--- src/core/zsm_pkg.sv ---
// constants, types and helpers of the standstill watch block
// Function
// both encoder inputs low signals wire break and removes the standstill enable.
// both inputs changing in the same cycle signals a fault and withdraws enable; the code faults only when both change to the same level.
// after reset equal input levels raise no fault until a first edge appears.
// after a first edge, equal input levels raise a fault and open the enable.
// auto start holds the enable closed after reset until the first edge.
// measured frequency above the standstill limit withdraws the enable.
// manual or controlled start re-issues enable only after restart coil pulse.
// manual or controlled start needs frequency 5% below limit before re-issue.
// auto start re-issues enable at once when frequency falls 5% below limit.
// frequency above 1000 Hz or a failed sensor channel is an error.
// errors stay latched until the safety activation coil drops out.
// a diagnostic word reports wait, standstill and error states by code.
// standstill limit is 2 to 50 Hz in 1 Hz steps, defaulting to 2 Hz.
// block runs freely by default, else only while the enable coil is set.
// restart coil starts normal operation in manual and controlled start modes.
// each channel counts edges over a fixed gate; both results are compared.
package zsm_pkg;

    // timing of the measuring gate
    localparam int CLK_PERIOD_NS = 10;
    localparam int GATE_TIME_NS = 1_000_000_000;
    localparam int GATE_CYCLES = GATE_TIME_NS / CLK_PERIOD_NS;
    localparam int GATE_W = 27;

    // frequency ranges
    localparam int FREQ_W = 12;
    localparam int LIMIT_W = 6;
    localparam int MAX_FREQ_HZ = 1000;
    localparam logic [LIMIT_W-1:0] LIMIT_MIN_HZ = 6'h02;
    localparam logic [LIMIT_W-1:0] LIMIT_MAX_HZ = 6'h32;
    localparam logic [LIMIT_W-1:0] LIMIT_DEFAULT_HZ = 6'h02;
    localparam int HYST_NUM = 19;
    localparam int HYST_DEN = 20;
    localparam int MISMATCH_SHIFT = 3;

    // diagnostic codes
    localparam logic [15:0] DIAG_NO_ENABLE = 16'h0000;
    localparam logic [15:0] DIAG_WAIT_SA = 16'h2001;
    localparam logic [15:0] DIAG_WAIT_RE_RISE = 16'h2003;
    localparam logic [15:0] DIAG_WAIT_RE_FALL = 16'h2004;
    localparam logic [15:0] DIAG_MEASURING = 16'h2009;
    localparam logic [15:0] DIAG_STANDSTILL = 16'h8010;
    localparam logic [15:0] DIAG_ERR_WIRE_BREAK = 16'hF007;
    localparam logic [15:0] DIAG_ERR_RANGE = 16'hF008;
    localparam logic [15:0] DIAG_ERR_MISMATCH = 16'hF009;
    localparam logic [15:0] DIAG_ERR_NO_PULSES = 16'hF00A;
    localparam logic [15:0] DIAG_ERR_RESTART_AT_START = 16'hF013;

    typedef enum logic [1:0] {
        AUTO_START_MODE = 2'h0,
        MANUAL_START_MODE = 2'h1,
        CONTROLLED_START_MODE = 2'h2
    } start_mode_t;

    // gray coded along idle, wait, measure, standstill
    typedef enum logic [2:0] {
        ST_IDLE = 3'h0,
        ST_WAIT_SA = 3'h1,
        ST_MEASURE = 3'h3,
        ST_STANDSTILL = 3'h2,
        ST_WAIT_RE_RISE = 3'h6,
        ST_WAIT_RE_FALL = 3'h7,
        ST_ERROR = 3'h5
    } zsm_state_t;

    // frequency at least 5% below the limit
    function automatic logic below_hyst(input logic [FREQ_W-1:0] f,
                                        input logic [LIMIT_W-1:0] lim);
        logic [FREQ_W+5:0] lhs;
        logic [FREQ_W+5:0] rhs;
        lhs = (FREQ_W+6)'(f) * (FREQ_W+6)'(HYST_DEN);
        rhs = (FREQ_W+6)'(lim) * (FREQ_W+6)'(HYST_NUM);
        return lhs <= rhs;
    endfunction

    // out of range settings fall back to the default limit
    function automatic logic [LIMIT_W-1:0] clamp_limit(input logic [LIMIT_W-1:0] lim);
        if (lim < LIMIT_MIN_HZ || lim > LIMIT_MAX_HZ) begin
            return LIMIT_DEFAULT_HZ;
        end
        return lim;
    endfunction

endpackage

--- src/core/edge_freq_meter.sv ---
// rising edge counter over a gate window for one encoder channel
`timescale 1ns/100ps
module edge_freq_meter
    import zsm_pkg::*;
#(
    parameter int CNT_W = FREQ_W
) (
    input wire logic sys_clk_i,
    input wire logic sys_rst_i,
    input wire logic level_i,
    input wire logic gate_tick_i,
    output logic [CNT_W-1:0] count_o
);

    logic prev_q;
    logic prev_d;
    logic [CNT_W-1:0] acc_q;
    logic [CNT_W-1:0] acc_d;
    logic [CNT_W-1:0] count_q;
    logic [CNT_W-1:0] count_d;
    logic rise;

    // count edges, hand result over at each gate tick
    always_comb begin
        rise = level_i & ~prev_q;
        prev_d = level_i;
        acc_d = acc_q;
        count_d = count_q;
        if (gate_tick_i) begin
            count_d = acc_q;
            acc_d = {{(CNT_W-1){1'b0}}, rise};
        end else if (rise && acc_q != {CNT_W{1'b1}}) begin
            acc_d = acc_q + 1'b1; // saturating
        end
    end

    always_ff @(posedge sys_clk_i) begin
        if (sys_rst_i) begin
            prev_q <= 1'b0;
            acc_q <= '0;
            count_q <= '0;
        end else begin
            prev_q <= prev_d;
            acc_q <= acc_d;
            count_q <= count_d;
        end
    end

    assign count_o = count_q;

endmodule

--- src/core/standstill_watch_block.sv ---
// standstill monitor for a shaft sensed by two proximity sensors
`timescale 1ns/100ps
module standstill_watch_block
    import zsm_pkg::*;
#(
    parameter int GATE_LEN = GATE_CYCLES
) (
    input wire logic sys_clk_i,
    input wire logic sys_rst_i,
    input wire logic encoder_input_a_i,
    input wire logic encoder_input_b_i,
    input wire logic restart_coil_i,
    input wire logic safety_activation_coil_i,
    input wire logic block_enable_coil_i,
    input wire logic no_external_enable_setting_i,
    input wire logic [1:0] start_mode_i,
    input wire logic [LIMIT_W-1:0] standstill_freq_limit_i,
    output logic standstill_enable_contact_o,
    output logic fault_contact_o,
    output logic [15:0] diagnostic_word_o,
    output logic [FREQ_W-1:0] measured_freq_output_o
);

    // pin synchronisers and edge history
    logic a_s1_q;
    logic a_s2_q;
    logic b_s1_q;
    logic b_s2_q;
    logic a_prev_q;
    logic b_prev_q;
    logic first_edge_q;
    logic first_edge_d;
    logic [2:0] edge_arm_q;
    logic [2:0] edge_arm_d;

    // gate timing
    logic [GATE_W-1:0] gate_cnt_q;
    logic [GATE_W-1:0] gate_cnt_d;
    logic gate_tick;
    logic meas_valid_q;
    logic meas_valid_d;
    logic [FREQ_W-1:0] cnt_a;
    logic [FREQ_W-1:0] cnt_b;

    // control state
    zsm_state_t state_q;
    zsm_state_t state_d;
    logic [15:0] err_q;
    logic [15:0] err_d;
    logic en_q;
    logic en_d;
    logic flt_q;
    logic flt_d;
    logic [15:0] diag_q;
    logic [15:0] diag_d;
    logic [FREQ_W-1:0] freq_q;
    logic [FREQ_W-1:0] freq_d;

    // derived conditions
    logic a_edge;
    logic b_edge;
    logic active;
    logic auto_mode;
    logic [LIMIT_W-1:0] limit;
    logic [FREQ_W-1:0] f_max;
    logic [FREQ_W-1:0] f_min;
    logic hyst_ok;
    logic over_limit;
    logic fault_now;
    logic [15:0] fault_code;
    logic running;

    // two flops on each pin before any use
    always_ff @(posedge sys_clk_i) begin
        if (sys_rst_i) begin
            a_s1_q <= 1'b0;
            a_s2_q <= 1'b0;
            b_s1_q <= 1'b0;
            b_s2_q <= 1'b0;
            a_prev_q <= 1'b0;
            b_prev_q <= 1'b0;
        end else begin
            a_s1_q <= encoder_input_a_i;
            a_s2_q <= a_s1_q;
            b_s1_q <= encoder_input_b_i;
            b_s2_q <= b_s1_q;
            a_prev_q <= a_s2_q;
            b_prev_q <= b_s2_q;
        end
    end

    // edge seen flag and gate counter
    always_comb begin
        // edges count only once the history flop holds a real pin sample
        edge_arm_d = {edge_arm_q[1:0], 1'b1};
        a_edge = (a_s2_q ^ a_prev_q) & edge_arm_q[2];
        b_edge = (b_s2_q ^ b_prev_q) & edge_arm_q[2];
        first_edge_d = first_edge_q | a_edge | b_edge;
        gate_tick = (gate_cnt_q == GATE_W'(GATE_LEN - 1));
        gate_cnt_d = gate_tick ? '0 : gate_cnt_q + 1'b1;
        meas_valid_d = meas_valid_q | gate_tick;
    end

    always_ff @(posedge sys_clk_i) begin
        if (sys_rst_i) begin
            first_edge_q <= 1'b0;
            edge_arm_q <= '0;
            gate_cnt_q <= '0;
            meas_valid_q <= 1'b0;
        end else begin
            first_edge_q <= first_edge_d;
            edge_arm_q <= edge_arm_d;
            gate_cnt_q <= gate_cnt_d;
            meas_valid_q <= meas_valid_d;
        end
    end

    // per channel edge counters
    edge_freq_meter #(.CNT_W(FREQ_W)) u_meter_a (
        .sys_clk_i(sys_clk_i),
        .sys_rst_i(sys_rst_i),
        .level_i(a_s2_q),
        .gate_tick_i(gate_tick),
        .count_o(cnt_a)
    );

    edge_freq_meter #(.CNT_W(FREQ_W)) u_meter_b (
        .sys_clk_i(sys_clk_i),
        .sys_rst_i(sys_rst_i),
        .level_i(b_s2_q),
        .gate_tick_i(gate_tick),
        .count_o(cnt_b)
    );

    // frequency compare and fault classification
    always_comb begin
        active = no_external_enable_setting_i | block_enable_coil_i;
        auto_mode = (start_mode_i == AUTO_START_MODE);
        limit = clamp_limit(standstill_freq_limit_i);
        f_max = (cnt_a > cnt_b) ? cnt_a : cnt_b;
        f_min = (cnt_a > cnt_b) ? cnt_b : cnt_a;
        hyst_ok = meas_valid_q && below_hyst(f_max, limit);
        over_limit = meas_valid_q && (f_max > FREQ_W'(limit));
        fault_now = 1'b1;
        fault_code = DIAG_ERR_WIRE_BREAK;
        if (first_edge_q && !a_s2_q && !b_s2_q) begin
            fault_code = DIAG_ERR_WIRE_BREAK;
        end else if (a_edge && b_edge && a_s2_q == b_s2_q) begin // in-phase change
            fault_code = DIAG_ERR_MISMATCH;
        end else if (first_edge_q && a_s2_q == b_s2_q) begin
            fault_code = DIAG_ERR_MISMATCH;
        end else if (meas_valid_q && f_max > FREQ_W'(MAX_FREQ_HZ)) begin
            fault_code = DIAG_ERR_RANGE;
        end else if (meas_valid_q && f_min == '0 && f_max > FREQ_W'(1)) begin
            fault_code = DIAG_ERR_NO_PULSES;
        end else if (meas_valid_q && (f_max - f_min) > ((f_max >> MISMATCH_SHIFT) + 1'b1)) begin
            fault_code = DIAG_ERR_MISMATCH;
        end else begin
            fault_now = 1'b0;
        end
    end

    // sequencing of enable, restart and errors
    always_comb begin
        state_d = state_q;
        err_d = err_q;
        running = 1'b0;
        case (state_q)
            ST_IDLE: begin
                if (active) begin
                    state_d = ST_WAIT_SA;
                end
            end
            ST_WAIT_SA: begin
                if (!active) begin
                    state_d = ST_IDLE;
                end else if (safety_activation_coil_i) begin
                    if (!auto_mode && restart_coil_i) begin
                        state_d = ST_ERROR;
                        err_d = DIAG_ERR_RESTART_AT_START;
                    end else begin
                        state_d = ST_MEASURE;
                    end
                end
            end
            ST_MEASURE: begin
                running = 1'b1;
                if (auto_mode && !first_edge_q) begin
                    state_d = ST_STANDSTILL;
                end else if (hyst_ok) begin
                    state_d = auto_mode ? ST_STANDSTILL : ST_WAIT_RE_RISE;
                end
            end
            ST_WAIT_RE_RISE: begin
                running = 1'b1;
                if (restart_coil_i) begin
                    state_d = ST_WAIT_RE_FALL;
                end
            end
            ST_WAIT_RE_FALL: begin
                running = 1'b1;
                if (!restart_coil_i) begin
                    state_d = hyst_ok ? ST_STANDSTILL : ST_MEASURE;
                end
            end
            ST_STANDSTILL: begin
                running = 1'b1;
                if (over_limit) begin
                    state_d = ST_MEASURE;
                end
            end
            ST_ERROR: begin
                if (!safety_activation_coil_i) begin
                    state_d = ST_WAIT_SA;
                    err_d = DIAG_NO_ENABLE;
                end
            end
            default: begin
                state_d = ST_IDLE;
                err_d = DIAG_NO_ENABLE;
            end
        endcase
        if (running) begin
            if (!active) begin
                state_d = ST_IDLE;
            end else if (!safety_activation_coil_i) begin
                state_d = ST_WAIT_SA;
            end else if (fault_now) begin
                state_d = ST_ERROR;
                err_d = fault_code;
            end
        end
    end

    // registered outputs follow the next state, the frequency output follows f_max
    always_comb begin
        en_d = (state_d == ST_STANDSTILL);
        flt_d = (state_d == ST_ERROR);
        freq_d = f_max;
        case (state_d)
            ST_IDLE: diag_d = DIAG_NO_ENABLE;
            ST_WAIT_SA: diag_d = DIAG_WAIT_SA;
            ST_MEASURE: diag_d = DIAG_MEASURING;
            ST_WAIT_RE_RISE: diag_d = DIAG_WAIT_RE_RISE;
            ST_WAIT_RE_FALL: diag_d = DIAG_WAIT_RE_FALL;
            ST_STANDSTILL: diag_d = DIAG_STANDSTILL;
            ST_ERROR: diag_d = err_d;
            default: diag_d = DIAG_NO_ENABLE;
        endcase
    end

    always_ff @(posedge sys_clk_i) begin
        if (sys_rst_i) begin
            state_q <= ST_IDLE;
            err_q <= DIAG_NO_ENABLE;
            en_q <= 1'b0;
            flt_q <= 1'b0;
            diag_q <= DIAG_NO_ENABLE;
            freq_q <= '0;
        end else begin
            state_q <= state_d;
            err_q <= err_d;
            en_q <= en_d;
            flt_q <= flt_d;
            diag_q <= diag_d;
            freq_q <= freq_d;
        end
    end

    assign standstill_enable_contact_o = en_q;
    assign fault_contact_o = flt_q;
    assign diagnostic_word_o = diag_q;
    assign measured_freq_output_o = freq_q;

endmodule

--- config.mk ---
export PLATFORM = sky130hd
export DESIGN_NAME = standstill_watch_block
export DESIGN_NICKNAME = d
export VERILOG_FILES = /design/src/core/zsm_pkg.sv /design/src/core/edge_freq_meter.sv /design/src/core/standstill_watch_block.sv
export SDC_FILE = /design/constraint.sdc
export NUM_CORES = 1
export LEC_CHECK = 0
export BUFFER_PORTS_ARGS = -buffer_cell sky130_fd_sc_hd__buf_2
export CORE_UTILIZATION = 57
export CTS_BUF_LIST = sky130_fd_sc_hd__clkbuf_2
export CTS_CLUSTER_SIZE = 25
export DETAILED_ROUTE_END_ITERATION = 8
export GPL_ROUTABILITY_DRIVEN = 1
export PLACE_DENSITY_LB_ADDON = 0.2
export SLEW_MARGIN = 10
export SYNTH_ARGS = -nofsm -noshare
export SYNTH_HDL_FRONTEND = slang
export SYNTH_SLANG_ARGS = --single-unit
--- constraint.sdc ---
create_clock -name sys_clk_i -period 8.7 [get_ports sys_clk_i]
set_input_delay 0 -clock sys_clk_i [delete_from_list [all_inputs] [get_ports sys_clk_i]]
set_output_delay 0 -clock sys_clk_i [all_outputs]
set_load 0.03 [all_outputs]
==> PnR_summary.wiki, run 1 <==
{| class="wikitable"
! Metric !! Value
|-
| Outcome || complete, no violations
|-
| Post-CTS setup-driven buffer insertion count || 0
|-
| Fraction of final layout cells with drive strength greater than 1 || 0.0949
|-
| RSZ-0062 raised after global routing || false
|-
| Peak fanout along the critical path || 29
|-
| Primary FF master, synth || sky130_fd_sc_hd__dfxtp_1
|-
| Antenna violations before repair || 1
|-
| Yosys cell types || 76
|-
| Grt ovf || 0
|-
| Cell total after placement || 1187
|-
| Depth of the most critical reg-to-reg path || 25
|-
| Sequential cell area fraction in the yosys report || 0.336
|-
| Bufs on Longest Clock Path || 2
|-
| H-tree depth reported by CTS || 4
|-
| Residual DRC count || 0
|-
| Dominant cell type by area after synthesis || sky130_fd_sc_hd__dfxtp_1
|-
| Die outline width || 121 um
|-
| DR iter-0 viols || 548
|-
| Number of warnings printed during yosys synthesis || 0
|-
| Capture point of the critical path || diagnostic_word_o[0]
|-
| Dpl hpwl || 13.5 mm
|-
| Setup clock skew after layout || 0.0495 ns
|-
| Instance count along the most critical hold path || 6
|-
| Critical Path RT || 9.34 ns
|-
| Critical path class || reg -> reg
|-
| Height of the die || 121 um
|-
| Switching part of the total || 0.305
|-
| Share of synthesized flip-flops with an asynchronous set or reset || 0
|-
| Max-slew violation total from the final report || 0
|-
| Most frequent cell after synthesis || sky130_fd_sc_hd__dfxtp_1
|-
| Cts repair resizes || 0
|-
| Combinational share of power || 0.103
|-
| Max Cap Viol || 0
|-
| Placer's final routability congestion estimate || 0.960
|-
| Maximum operating frequency || 136 MHz
|-
| Final Setup Violations || 0
|-
| Final standard cell count with taps included and fillers excluded || 1235
|-
| EDFF count, synth || 0
|-
| Slew at the pin closest to its max-slew limit || 0.875 ns
|-
| Sequential cell area in the final layout || 2700 sq um
|-
| Post-synthesis instance total || 992
|-
| Largest voltage drop on the vdd net || 0.000107 V
|-
| Area share of the largest cell type after synthesis || 0.336
|-
| Overall routing resource usage || 0.256
|-
| Clock period minus worst slack || 7.35 ns
|-
| Average size of a mapped cell || 8.11 sq um
|-
| Number of nets in the layout || 1140
|-
| Clock share of power || 0.319
|-
| Final design instance area without fill || 8770 sq um
|-
| # fillers || 1229
|-
| Antenna viol nets, final || 0
|-
| Row count || 43
|-
| Largest cells by area after synthesis || sky130_fd_sc_hd__dfxtp_1 (34%), sky130_fd_sc_hd__ha_1 (12%), sky130_fd_sc_hd__nand2_1 (5.9%)
|-
| Layout Area Growth over Synthesis || 8.94%
|-
| Worst-path clk slew || 0.24 ns
|-
| Arrival time of data at the critical path endpoint || 7.99 ns
|-
| Routed via count divided by cell count || 5.67
|-
| Clock Tree Root || sky130_fd_sc_hd__clkbuf_2
|-
| Combined area of the multi-input logic cells || 4990 sq um
|-
| Most instantiated cells after synthesis || sky130_fd_sc_hd__dfxtp_1 (135), sky130_fd_sc_hd__nand2_1 (127), sky130_fd_sc_hd__nor2_1 (110)
|-
| Cell area reported after detailed placement || 8390 sq um
|-
| Detailed-route wire length || 18.2 mm
|-
| Number of buffers added on ports || 45
|-
| Netlist Area Pre-Place || 8050 sq um
|-
| Start point of the critical path || u_meter_b.count_o[9]
|-
| Post-layout worst setup margin || 1.35 ns
|-
| Power per cell area || 125 nW/um^2
|-
| Reg2reg end || diagnostic_word_o[0]
|-
| Area inside the core boundary || 13800 sq um
|-
| Wire length of the first global-routing pass || 29.7 mm
|-
| CTS tree || built
|-
| Reg-to-Reg Start || u_meter_b.count_o[9]
|-
| Leak Pwr || 3.90 nW
|-
| Path category of the worst min-delay check || in -> reg
|-
| TritonCTS Buffers || 17
|-
| Reg-to-reg setup timing slack || 1.35 ns
|-
| Flop pwr share || 0.578
|-
| Post-CTS Hold Buffers || 15
|-
| Number of global-route vias before repair || 6254
|-
| Worst setup slack after placement || 2.02 ns
|-
| CTS Sinks || 135
|-
| Clock latency at the later pin of the worst-skew pair || 0.74 ns
|-
| Routed vias || 7006
|-
| Largest net degree at the start of global routing || 59
|-
| Critical path startpoint category || flop
|-
| Synthesized netlist net count || 1091
|-
| Share of the clock period used by the worst path || 0.845
|-
| Total of flip-flops plus latches after synthesis || 135
|-
| Area of the die || 14600 sq um
|-
| Summed negative setup slack over all endpoints || 0 ns
|-
| TritonRoute pass-1 iters || 5
|-
| Average detailed-routed wire length per instance || 14.7 um
|-
| Rel. slew slack || 0.417
|-
| Number of hold violations in the final report || 0
|-
| Switch Pwr || 334 uW
|-
| Internal power || 762 uW
|-
| Number of placed I/O pins || 46
|-
| Effective utilization at floorplan || 0.582
|-
| Crit. End Element || flop
|}
[worst min path at each step]
stage,from,to,slack (ns)
2_1_floorplan,sys_rst_i,err_q[0],0.09
5_1_grt,start_mode_i[0],diagnostic_word_o[4],0.12
3_3_place_gp,encoder_input_b_i,b_s1_q,0.21
4_1_cts,start_mode_i[0],diagnostic_word_o[15],0.07
3_5_place_dp,encoder_input_a_i,a_s1_q,0.21
6_report,start_mode_i[0],diagnostic_word_o[15],0.13
[power by group through the flow]
stage / Combinational, mW / Sequential (mW) / Clock [mW]
2_1_floorplan: 0.0772 / 0.647 / 0
3_3_place_gp: 0.105 / 0.645 / 0
3_5_place_dp: 0.107 / 0.645 / 0
4_1_cts: 0.113 / 0.633 / 0.360
5_1_grt: 0.125 / 0.635 / 0.388
6_report: 0.113 / 0.633 / 0.350
[cell families (layout without fill, tap and decap cells)]
kind of cell | after synthesis | in the layout | share of synthesized area
AOI/OAI and AO/OA | 212 | 212 | 0.170
xor gates and xnor gates | 62 | 62 | 0.0675
adders and majority gates | 83 | 83 | 0.132
buffers and inverters | 91 | 153 | 0.0443
DFF | 135 | 135 | 0.336
muxes | 11 | 11 | 0.0138
other | 0 | 1 | 0
and+or+nand+nor | 398 | 398 | 0.237
[registers in the layout, indices dropped and copies added (netlist names)]
signal / cells
err_q: 16
first_edge_q: 1
a_s1_q: 1
a_s2_q: 1
state_q: 3
meas_valid_q: 1
u_meter_b.acc_q: 12
u_meter_b.count_o: 12
b_s2_q: 1
gate_cnt_q: 27
diagnostic_word_o: 16
edge_arm_q: 3
u_meter_a.acc_q: 12
fault_contact_o: 1
measured_freq_output_o: 12
standstill_enable_contact_o: 1
u_meter_a.prev_q: 1
u_meter_a.count_o: 12
b_s1_q: 1
u_meter_b.prev_q: 1
[worst max-delay path, stage by stage, from the launching register on]
cell and delay, ns:
sky130_fd_sc_hd__dfxtp_1 0.48, sky130_fd_sc_hd__inv_1 0.13, sky130_fd_sc_hd__ha_1 0.44, sky130_fd_sc_hd__nand4_1 0.23, sky130_fd_sc_hd__a211oi_2 0.43, sky130_fd_sc_hd__o31a_1 0.22
sky130_fd_sc_hd__buf_4 0.30, sky130_fd_sc_hd__nor2_1 0.09, sky130_fd_sc_hd__a21oi_1 0.34, sky130_fd_sc_hd__inv_1 0.09, sky130_fd_sc_hd__ha_1 0.30, sky130_fd_sc_hd__ha_1 0.29
sky130_fd_sc_hd__a21o_1 0.17, sky130_fd_sc_hd__a21oi_1 0.21, sky130_fd_sc_hd__o21bai_1 0.11, sky130_fd_sc_hd__a21oi_1 0.19, sky130_fd_sc_hd__xnor2_1 0.14, sky130_fd_sc_hd__ha_1 0.27
sky130_fd_sc_hd__a2111oi_0 0.33, sky130_fd_sc_hd__o21ai_0 0.13, sky130_fd_sc_hd__a2111oi_0 0.65, sky130_fd_sc_hd__o21ai_0 0.40, sky130_fd_sc_hd__o31ai_2 0.27, sky130_fd_sc_hd__dlygate4sd3_1 0.68
sky130_fd_sc_hd__nor3b_1 0.07, sky130_fd_sc_hd__a211o_1 0.28
[routing by layer]
metal | GRT usage | vias up | part of all wire
li1 | - | 3572 | -
met1 | 0.342 | 3256 | 0.48
met2 | 0.397 | 141 | 0.45
met3 | 0.0538 | 37 | 0.041
met4 | 0.110 | 0 | 0.027
met5 | 0 | - | 0
[stage by stage]
stage                     utilization  total power, mW  hold slack (ns)
final                           0.634             1.10            0.133
after floorplan                     -            0.724           0.0860
after global placement          0.607            0.750            0.211
after detailed placement        0.607            0.752            0.215
after global routing            0.634             1.15            0.122
after CTS                       0.634             1.11           0.0719
[layout make-up]
type                            count  area share
Multi-Input combinational cell    766       0.569
Sequential cell                   135       0.308
Timing Repair Buffer               65      0.0471
Tap cell                          180      0.0257
Inverter                           56      0.0240
Clock inverter                     15      0.0160
Clock buffer                       17     0.00970
Antenna cell                        1    0.000285
[cell usage in the layout, fill, tap and decap left out, types with 5 or more instances in the layout]
cell type	synthesis	routed
sky130_fd_sc_hd__nand2_1	127	127
sky130_fd_sc_hd__nor4_1	8	8
sky130_fd_sc_hd__nor2b_1	18	18
sky130_fd_sc_hd__and3_1	22	22
sky130_fd_sc_hd__inv_1	56	56
sky130_fd_sc_hd__a21oi_1	84	84
sky130_fd_sc_hd__clkbuf_2	0	17
sky130_fd_sc_hd__xor2_1	33	33
sky130_fd_sc_hd__a211oi_1	5	5
sky130_fd_sc_hd__ha_1	80	80
sky130_fd_sc_hd__o21a_1	12	12
sky130_fd_sc_hd__buf_2	9	45
sky130_fd_sc_hd__dfxtp_1	135	135
sky130_fd_sc_hd__nor2_1	110	110
sky130_fd_sc_hd__xnor2_1	29	29
sky130_fd_sc_hd__and2_1	23	23
sky130_fd_sc_hd__nand3_1	26	26
sky130_fd_sc_hd__buf_4	1	5
sky130_fd_sc_hd__nor3_1	10	10
sky130_fd_sc_hd__o21ai_0	40	40
sky130_fd_sc_hd__or3_1	14	14
sky130_fd_sc_hd__a21o_1	8	8
sky130_fd_sc_hd__mux2i_1	10	10
sky130_fd_sc_hd__nor3b_1	5	5
sky130_fd_sc_hd__nand4_1	15	15
sky130_fd_sc_hd__dlygate4sd3_1	0	15
Power figures use the tool's default switching activity.
==> run 2: changes to the inputs <==
- clock period: 8.7 -> 7.18 ns (I/O delays scaled with it)
==> run 2 against run 1 <==
  * Maximum frequency is 9.4% higher
  * Clock power rose by 43%
  * Final cell count up 1.5%
  * Clock-buffer cell count unchanged
  * Critical path type unchanged
  * Largest cell class unchanged
  * Global-route usage grew 0.25 points
  * Sequential power grew 21%
  * Worst setup slack worse by 0.89 ns
==> PnR_summary.wiki, run 2 (synthesis results as in run 1) <==
{| class="wikitable"
! Metric !! Value
|-
| Outcome || complete, no violations
|-
| Highest-count cells in the layout ignoring fill and taps || sky130_fd_sc_hd__dfxtp_1 (134), sky130_fd_sc_hd__nand2_1 (127), sky130_fd_sc_hd__nor2_1 (110)
|-
| Largest voltage drop on the vdd net || 0.000135 V (+27%)
|-
| Met3 Wirelength || 868 um (+18%)
|-
| Detailed-route wire length || 18.5 mm (+1.6%)
|-
| Arrival time of data at the critical path endpoint || 7.35 ns (-0.64 ns)
|-
| Clock period minus worst slack || 6.72 ns (-0.633 ns)
|-
| Number of flip-flops in the largest register || 27 (unchanged)
|-
| DR iter-0 viols || 545 (-0.55%)
|-
| Antenna violations before repair || 1 (unchanged)
|-
| Height of the die || 121 um (unchanged)
|-
| Clock Tree Root || sky130_fd_sc_hd__clkbuf_2
|-
| Reg with most FFs || gate_cnt_q
|-
| Share of the clock period used by the worst path || 0.936 (+0.0907)
|-
| Cell area reported after detailed placement || 8430 sq um (+0.54%)
|-
| Area of the die || 14600 sq um (unchanged)
|-
| Worst-path clk slew || 0.25 ns (about the same)
|-
| Routed vias || 7064 (+0.83%)
|-
| Final design instance area without fill || 8980 sq um (+2.5%)
|-
| RSZ-0062 raised after global routing || false
|-
| Critical path startpoint category || flop
|-
| Wire length of the first global-routing pass || 30.1 mm (+1.3%)
|-
| Fraction of final layout cells with drive strength greater than 1 || 0.114 (+0.0189)
|-
| Placer's final routability congestion estimate || 0.933 (-2.8%)
|-
| Dpl hpwl || 13.6 mm (+1.0%)
|-
| Critical Path Slowest Stage Cell || sky130_fd_sc_hd__dlygate4sd3_1
|-
| Largest delay contributor family on the critical path || compound AO/OA/AOI/OAI gates
|-
| TritonCTS Buffers || 17 (unchanged)
|-
| Total met2 wirelength after detailed routing || 8.20 mm (-0.51%)
|-
| Final Setup Violations || 0 (unchanged)
|-
| Area inside the core boundary || 13800 sq um (unchanged)
|-
| Row count || 43 (unchanged)
|-
| Number of buffers added on ports || 45 (unchanged)
|-
| Slew at the pin closest to its max-slew limit || 0.879 ns (+0.00465 ns)
|-
| CTS Sinks || 135 (unchanged)
|-
| Leak Pwr || 4.00 nW (+2.7%)
|-
| Crit. End Element || flop
|-
| Residual DRC count || 0 (unchanged)
|-
| Rel. slew slack || 0.414 (-0.00310)
|-
| Switching part of the total || 0.294 (-0.0106)
|-
| Grt ovf || 0 (unchanged)
|-
| Number of global-route vias before repair || 6256 (+0.032%)
|-
| Critical path class || reg -> reg
|-
| Internal power || 994 uW (+30%)
|-
| Highest metal layer used by the detailed router || met4
|-
| Routed via count divided by cell count || 5.64 (-0.62%)
|-
| Effective utilization at floorplan || 0.582 (unchanged)
|-
| Critical Path RT || 7.81 ns (-1.53 ns)
|-
| Max-slew violation total from the final report || 0 (unchanged)
|-
| # fillers || 1207 (-1.8%)
|-
| CTS tree || built
|-
| Power per cell area || 157 nW/um^2 (+25%)
|-
| Path category of the worst min-delay check || in -> reg
|-
| Largest net degree at the start of global routing || 59 (unchanged)
|-
| Number of hold violations in the final report || 0 (unchanged)
|-
| Clock latency at the later pin of the worst-skew pair || 0.73 ns (about the same)
|-
| Maximum cell stage delay along the critical path || 0.60 ns (-0.08 ns)
|-
| H-tree depth reported by CTS || 4 (unchanged)
|-
| Antenna viol nets, final || 0 (unchanged)
|-
| Peak fanout along the critical path || 10 (-66%)
|-
| Met1 wire length || 8.99 mm (+3.2%)
|-
| Buf/Inv on CP || 4 (unchanged)
|-
| Number of nets in the layout || 1158 (+1.6%)
|-
| Switch Pwr || 414 uW (+24%)
|-
| Number of placed I/O pins || 46 (unchanged)
|-
| Summed negative setup slack over all endpoints || 0 ns (unchanged)
|-
| Clock share of power || 0.357 (+0.038)
|-
| Maximum operating frequency || 149 MHz (+9.4%)
|-
| TritonRoute pass-1 iters || 7 (+2)
|-
| Die outline width || 121 um (unchanged)
|-
| Most common cell after layout, fill and taps aside || sky130_fd_sc_hd__dfxtp_1
|-
| Bufs on Longest Clock Path || 2 (unchanged)
|-
| Flop pwr share || 0.545 (-0.033)
|-
| Max Cap Viol || 0 (unchanged)
|-
| Layout Area Growth over Synthesis || 11.6%
|-
| Overall routing resource usage || 0.258 (+0.00250)
|-
| Average detailed-routed wire length per instance || 14.8 um (+0.17%)
|-
| Combinational share of power || 0.098 (-0.005)
|-
| Setup clock skew after layout || 0.0371 ns (-0.0124 ns)
|}
-- run 2: repair_timing --
action	4_1_cts	5_1_grt
endpoints found under the hold margin	73	0
setup endpoints to repair	0	19
hold buffers	16	0
buffers inserted	0	11
gates resized for setup	0	7
-- run 2: tightest hold or removal path, cell delays in order --
cell	delay [ns]
sky130_fd_sc_hd__buf_2	0.08
sky130_fd_sc_hd__or2_2	0.13
sky130_fd_sc_hd__nand3_1	0.11
sky130_fd_sc_hd__a21oi_1	0.24
sky130_fd_sc_hd__a211o_4	0.19
sky130_fd_sc_hd__a31o_1	0.14
-- run 2: path summary, 6_finish.rpt --
kind,start,end,slack [ns],cells past startpoint
min,start_mode_i[0],diagnostic_word_o[15],0.20,6
min reg2reg,edge_arm_q[0],edge_arm_q[1],0.45,1
max reg2reg,u_meter_b.count_o[3],standstill_enable_contact_o,0.46,26
max,u_meter_b.count_o[3],standstill_enable_contact_o,0.46,26
-- run 2: cell type report --
type,count,area (sq um),area share
Inverter,56,210,0.0234
Clock buffer,17,85.1,0.00947
Sequential cell,135,2700,0.301
Timing Repair Buffer,83,551,0.0613
Clock inverter,15,186,0.0208
Antenna cell,1,2.50,0.000279
Multi-Input combinational cell,766,5020,0.559
Tap cell,180,225,0.0251
-- run 2: power groups by stage --
| stage | Clock [mW] | Sequential [mW] | Combinational (mW) |
|---|---|---|---|
| final | 0.502 | 0.767 | 0.138 |
| after global routing | 0.548 | 0.769 | 0.153 |
| after CTS | 0.513 | 0.767 | 0.137 |
| after detailed placement | 0 | 0.781 | 0.130 |
| after global placement | 0 | 0.781 | 0.127 |
| after floorplan | 0 | 0.783 | 0.0935 |
-- run 2: layer usage --
layer,up-vias,track usage
met1,3267,0.356
met4,0,0.0895
met3,30,0.0552
met2,167,0.397
li1,3600,-
met5,-,0
-- run 2: through the flow --
stage	total power, mW	utilization	setup WS (ns)	hold slack, ns	cells
floorplan	0.877	-	1.03	0.0860	992
global route	1.47	0.650	0.00452	0.175	1253
global placement	0.908	0.610	0.412	0.210	1193
CTS	1.42	0.641	0.153	0.105	1241
finish	1.41	0.650	0.463	0.196	1253
detailed placement	0.912	0.610	0.430	0.216	1193
==> run 3: changes to the inputs <==
- CORE_UTILIZATION: 57 -> 54
==> run 3 against run 2 <==
  * Sequential cell count unchanged
  * Utilization down 3.4 points
  * Clock-buffer cell count up 1
  * First-iteration DRC count down 9.0%
  * Register-to-register slack worse by 0.19 ns
  * Via count down 0.34%
==> PnR_summary.wiki, run 3 (synthesis results as in run 1) <==
{| class="wikitable"
! Metric !! Value
|-
| Max-slew violation total from the final report || 0 (unchanged)
|-
| TritonRoute pass-1 iters || 7 (unchanged)
|-
| Detailed-route wire length || 18.4 mm (-0.60%)
|-
| Critical Path Slowest Stage Cell || sky130_fd_sc_hd__dlygate4sd3_1
|-
| Highest-count cells in the layout ignoring fill and taps || sky130_fd_sc_hd__dfxtp_1 (133), sky130_fd_sc_hd__nand2_1 (127), sky130_fd_sc_hd__nor2_1 (109)
|-
| Arrival time of data at the critical path endpoint || 7.59 ns (+0.24 ns)
|-
| Final design instance area without fill || 8950 sq um (-0.36%)
|-
| Height of the die || 124 um (+2.7%)
|-
| Number of buffers added on ports || 45 (unchanged)
|-
| Slew at the pin closest to its max-slew limit || 0.921 ns (+0.0416 ns)
|-
| Outcome || complete, no violations
|-
| Row count || 44 (+2.3%)
|-
| Antenna viol nets, final || 0 (unchanged)
|-
| Grt ovf || 0 (unchanged)
|-
| Critical path startpoint category || flop
|-
| Cell total after placement || 1198 (+0.42%)
|-
| Reg with most FFs || gate_cnt_q
|-
| Number of global-route vias before repair || 6372 (+1.9%)
|-
| Maximum operating frequency || 145 MHz (-2.7%)
|-
| Residual DRC count || 0 (unchanged)
|-
| Clock period minus worst slack || 6.91 ns (+0.189 ns)
|-
| Effective utilization at floorplan || 0.554 (-0.0283)
|-
| Largest net degree at the start of global routing || 59 (unchanged)
|-
| Die outline width || 124 um (+2.7%)
|-
| Number of flip-flops in the largest register || 27 (unchanged)
|-
| Max Cap Viol || 0 (unchanged)
|-
| Hold Path Sink || standstill_enable_contact_o
|-
| Bufs on Longest Clock Path || 2 (unchanged)
|-
| Placer's final routability congestion estimate || 0.946 (+1.4%)
|-
| Reg2reg end || diagnostic_word_o[15]
|-
| Wire length of the first global-routing pass || 30.0 mm (-0.53%)
|-
| Setup clock skew after layout || 0.0338 ns (-0.00328 ns)
|-
| TritonCTS Buffers || 17 (unchanged)
|-
| # fillers || 1361 (+13%)
|-
| Reg-to-reg setup timing slack || 0.27 ns (-0.19 ns)
|-
| Launch instance of the worst min-delay path || start_mode_i[1]
|-
| Power per cell area || 152 nW/um^2 (-3.3%)
|-
| Largest voltage drop on the vdd net || 0.000134 V (-1.0%)
|-
| Critical Path RT || 7.86 ns (+0.05 ns)
|-
| CTS Sinks || 135 (unchanged)
|-
| Number of hold violations in the final report || 0 (unchanged)
|-
| CTS tree || built
|-
| Worst hold slack across all endpoints || 0.105 ns (-0.0915 ns)
|-
| Peak fanout along the critical path || 7 (-3)
|-
| H-tree depth reported by CTS || 4 (unchanged)
|-
| Area inside the core boundary || 14500 sq um (+5.1%)
|-
| Share of the clock period used by the worst path || 0.962 (+0.0263)
|-
| Critical path class || reg -> reg
|-
| Worst-path clk slew || 0.21 ns (-0.04 ns)
|-
| Routed vias || 7040 (-0.34%)
|-
| Final standard cell count with taps included and fillers excluded || 1256 (+0.24%)
|-
| Final Setup Violations || 0 (unchanged)
|-
| Cell area reported after detailed placement || 8450 sq um (+0.15%)
|-
| Crit. End Element || flop
|-
| Clock latency at the later pin of the worst-skew pair || 0.72 ns (about the same)
|-
| Number of nets in the layout || 1157 (-0.086%)
|-
| Rel. slew slack || 0.386 (-0.0277)
|-
| Leak Pwr || 3.98 nW (-0.72%)
|-
| Depth of the most critical reg-to-reg path || 29 (+12%)
|-
| Antenna violations before repair || 1 (unchanged)
|-
| Maximum cell stage delay along the critical path || 0.68 ns (+0.08 ns)
|-
| Number of placed I/O pins || 46 (unchanged)
|-
| Average detailed-routed wire length per instance || 14.6 um (-0.84%)
|-
| Dpl hpwl || 13.5 mm (-0.60%)
|-
| Path category of the worst min-delay check || in -> reg
|-
| Layout Area Growth over Synthesis || 11.2%
|-
| Instance count along the most critical hold path || 6 (unchanged)
|-
| Most common cell after layout, fill and taps aside || sky130_fd_sc_hd__dfxtp_1
|-
| Routed via count divided by cell count || 5.61 (-0.58%)
|-
| Reg-to-Reg Start || u_meter_b.count_o[4]
|-
| Clock Tree Root || sky130_fd_sc_hd__clkbuf_2
|-
| DR iter-0 viols || 496 (-9.0%)
|-
| Fraction of final layout cells with drive strength greater than 1 || 0.116 (+0.00197)
|-
| Overall routing resource usage || 0.250 (-0.00828)
|-
| Area of the die || 15400 sq um (+5.5%)
|}
## run 3: cell count changes in the layout (fill, tap and decap cells not counted), sizes merged
cell,delta
clkbuf,+1
clkinvlp,+2
dlygate4sd3,-1
inv,-3
## run 3: worst max path at each step
stage / slack, ns / start / end / cells past startpoint
5_1_grt: -0.10 / u_meter_a.count_o[1] / diagnostic_word_o[15] / 29
2_1_floorplan: 1.03 / u_meter_b.count_o[7] / diagnostic_word_o[0] / 26
6_report: 0.27 / u_meter_b.count_o[4] / diagnostic_word_o[15] / 29
3_5_place_dp: 0.47 / u_meter_b.count_o[10] / diagnostic_word_o[10] / 27
4_1_cts: 0.04 / u_meter_b.count_o[10] / diagnostic_word_o[15] / 28
3_3_place_gp: 0.59 / u_meter_b.count_o[9] / diagnostic_word_o[6] / 27
## run 3: through the flow
stage                     setup TNS [ns]  utilization  setup slack (ns)  power [mW]
after floorplan                        0            -              1.03       0.877
after CTS                              0        0.608            0.0406        1.38
after global routing              -0.191        0.616            -0.102        1.43
final                                  0        0.616             0.274        1.36
after detailed placement               0        0.581             0.472       0.909
after global placement                 0        0.581             0.593       0.908
## run 3: critical path, delay by kind of cell, from the launching register on
family	cells	cell delay, ns
buffers and inverters	3	0.86
AND/OR/NAND/NOR	8	1.39
flip-flops	1	0.43
AO/OA/AOI/OAI	14	2.95
adder cells (fa/ha/maj)	3	0.97
XOR/XNOR	1	0.21
## run 3: metal layers
layer  track usage  vias to the layer above  wire length, um
li1              -                     3603                -
met1         0.334                     3252             8700
met2         0.391                      154             8410
met3        0.0586                       31              898
met4        0.0938                        0              361
met5             0                        -                0
## run 3: repair_timing
action                                 CTS  global route
hold buffers                            15             0
setup endpoints to repair                0            19
endpoints found under the hold margin   73             0
setup buffers                            0            10
resized for setup                        0            12
## run 3: layout make-up
type | count | area (sq um) | area share
timing repair buffer | 82 | 541 | 0.0604
antenna | 1 | 2.50 | 0.000280
multi-input combinational | 766 | 5020 | 0.561
inverter | 56 | 210 | 0.0235
sequential | 135 | 2710 | 0.302
clock inverter | 14 | 148 | 0.0165
clock buffer | 18 | 90.1 | 0.0101
tap | 184 | 230 | 0.0257
## run 3: report_power, final
| part | leakage, nW | total (mW) | internal (mW) | switching, mW |
|---|---|---|---|---|
| clock network | 0.136 | 0.455 | 0.163 | 0.292 |
| logic | 2.75 | 0.135 | 0.0572 | 0.0781 |
| registers | 1.09 | 0.766 | 0.760 | 0.00637 |
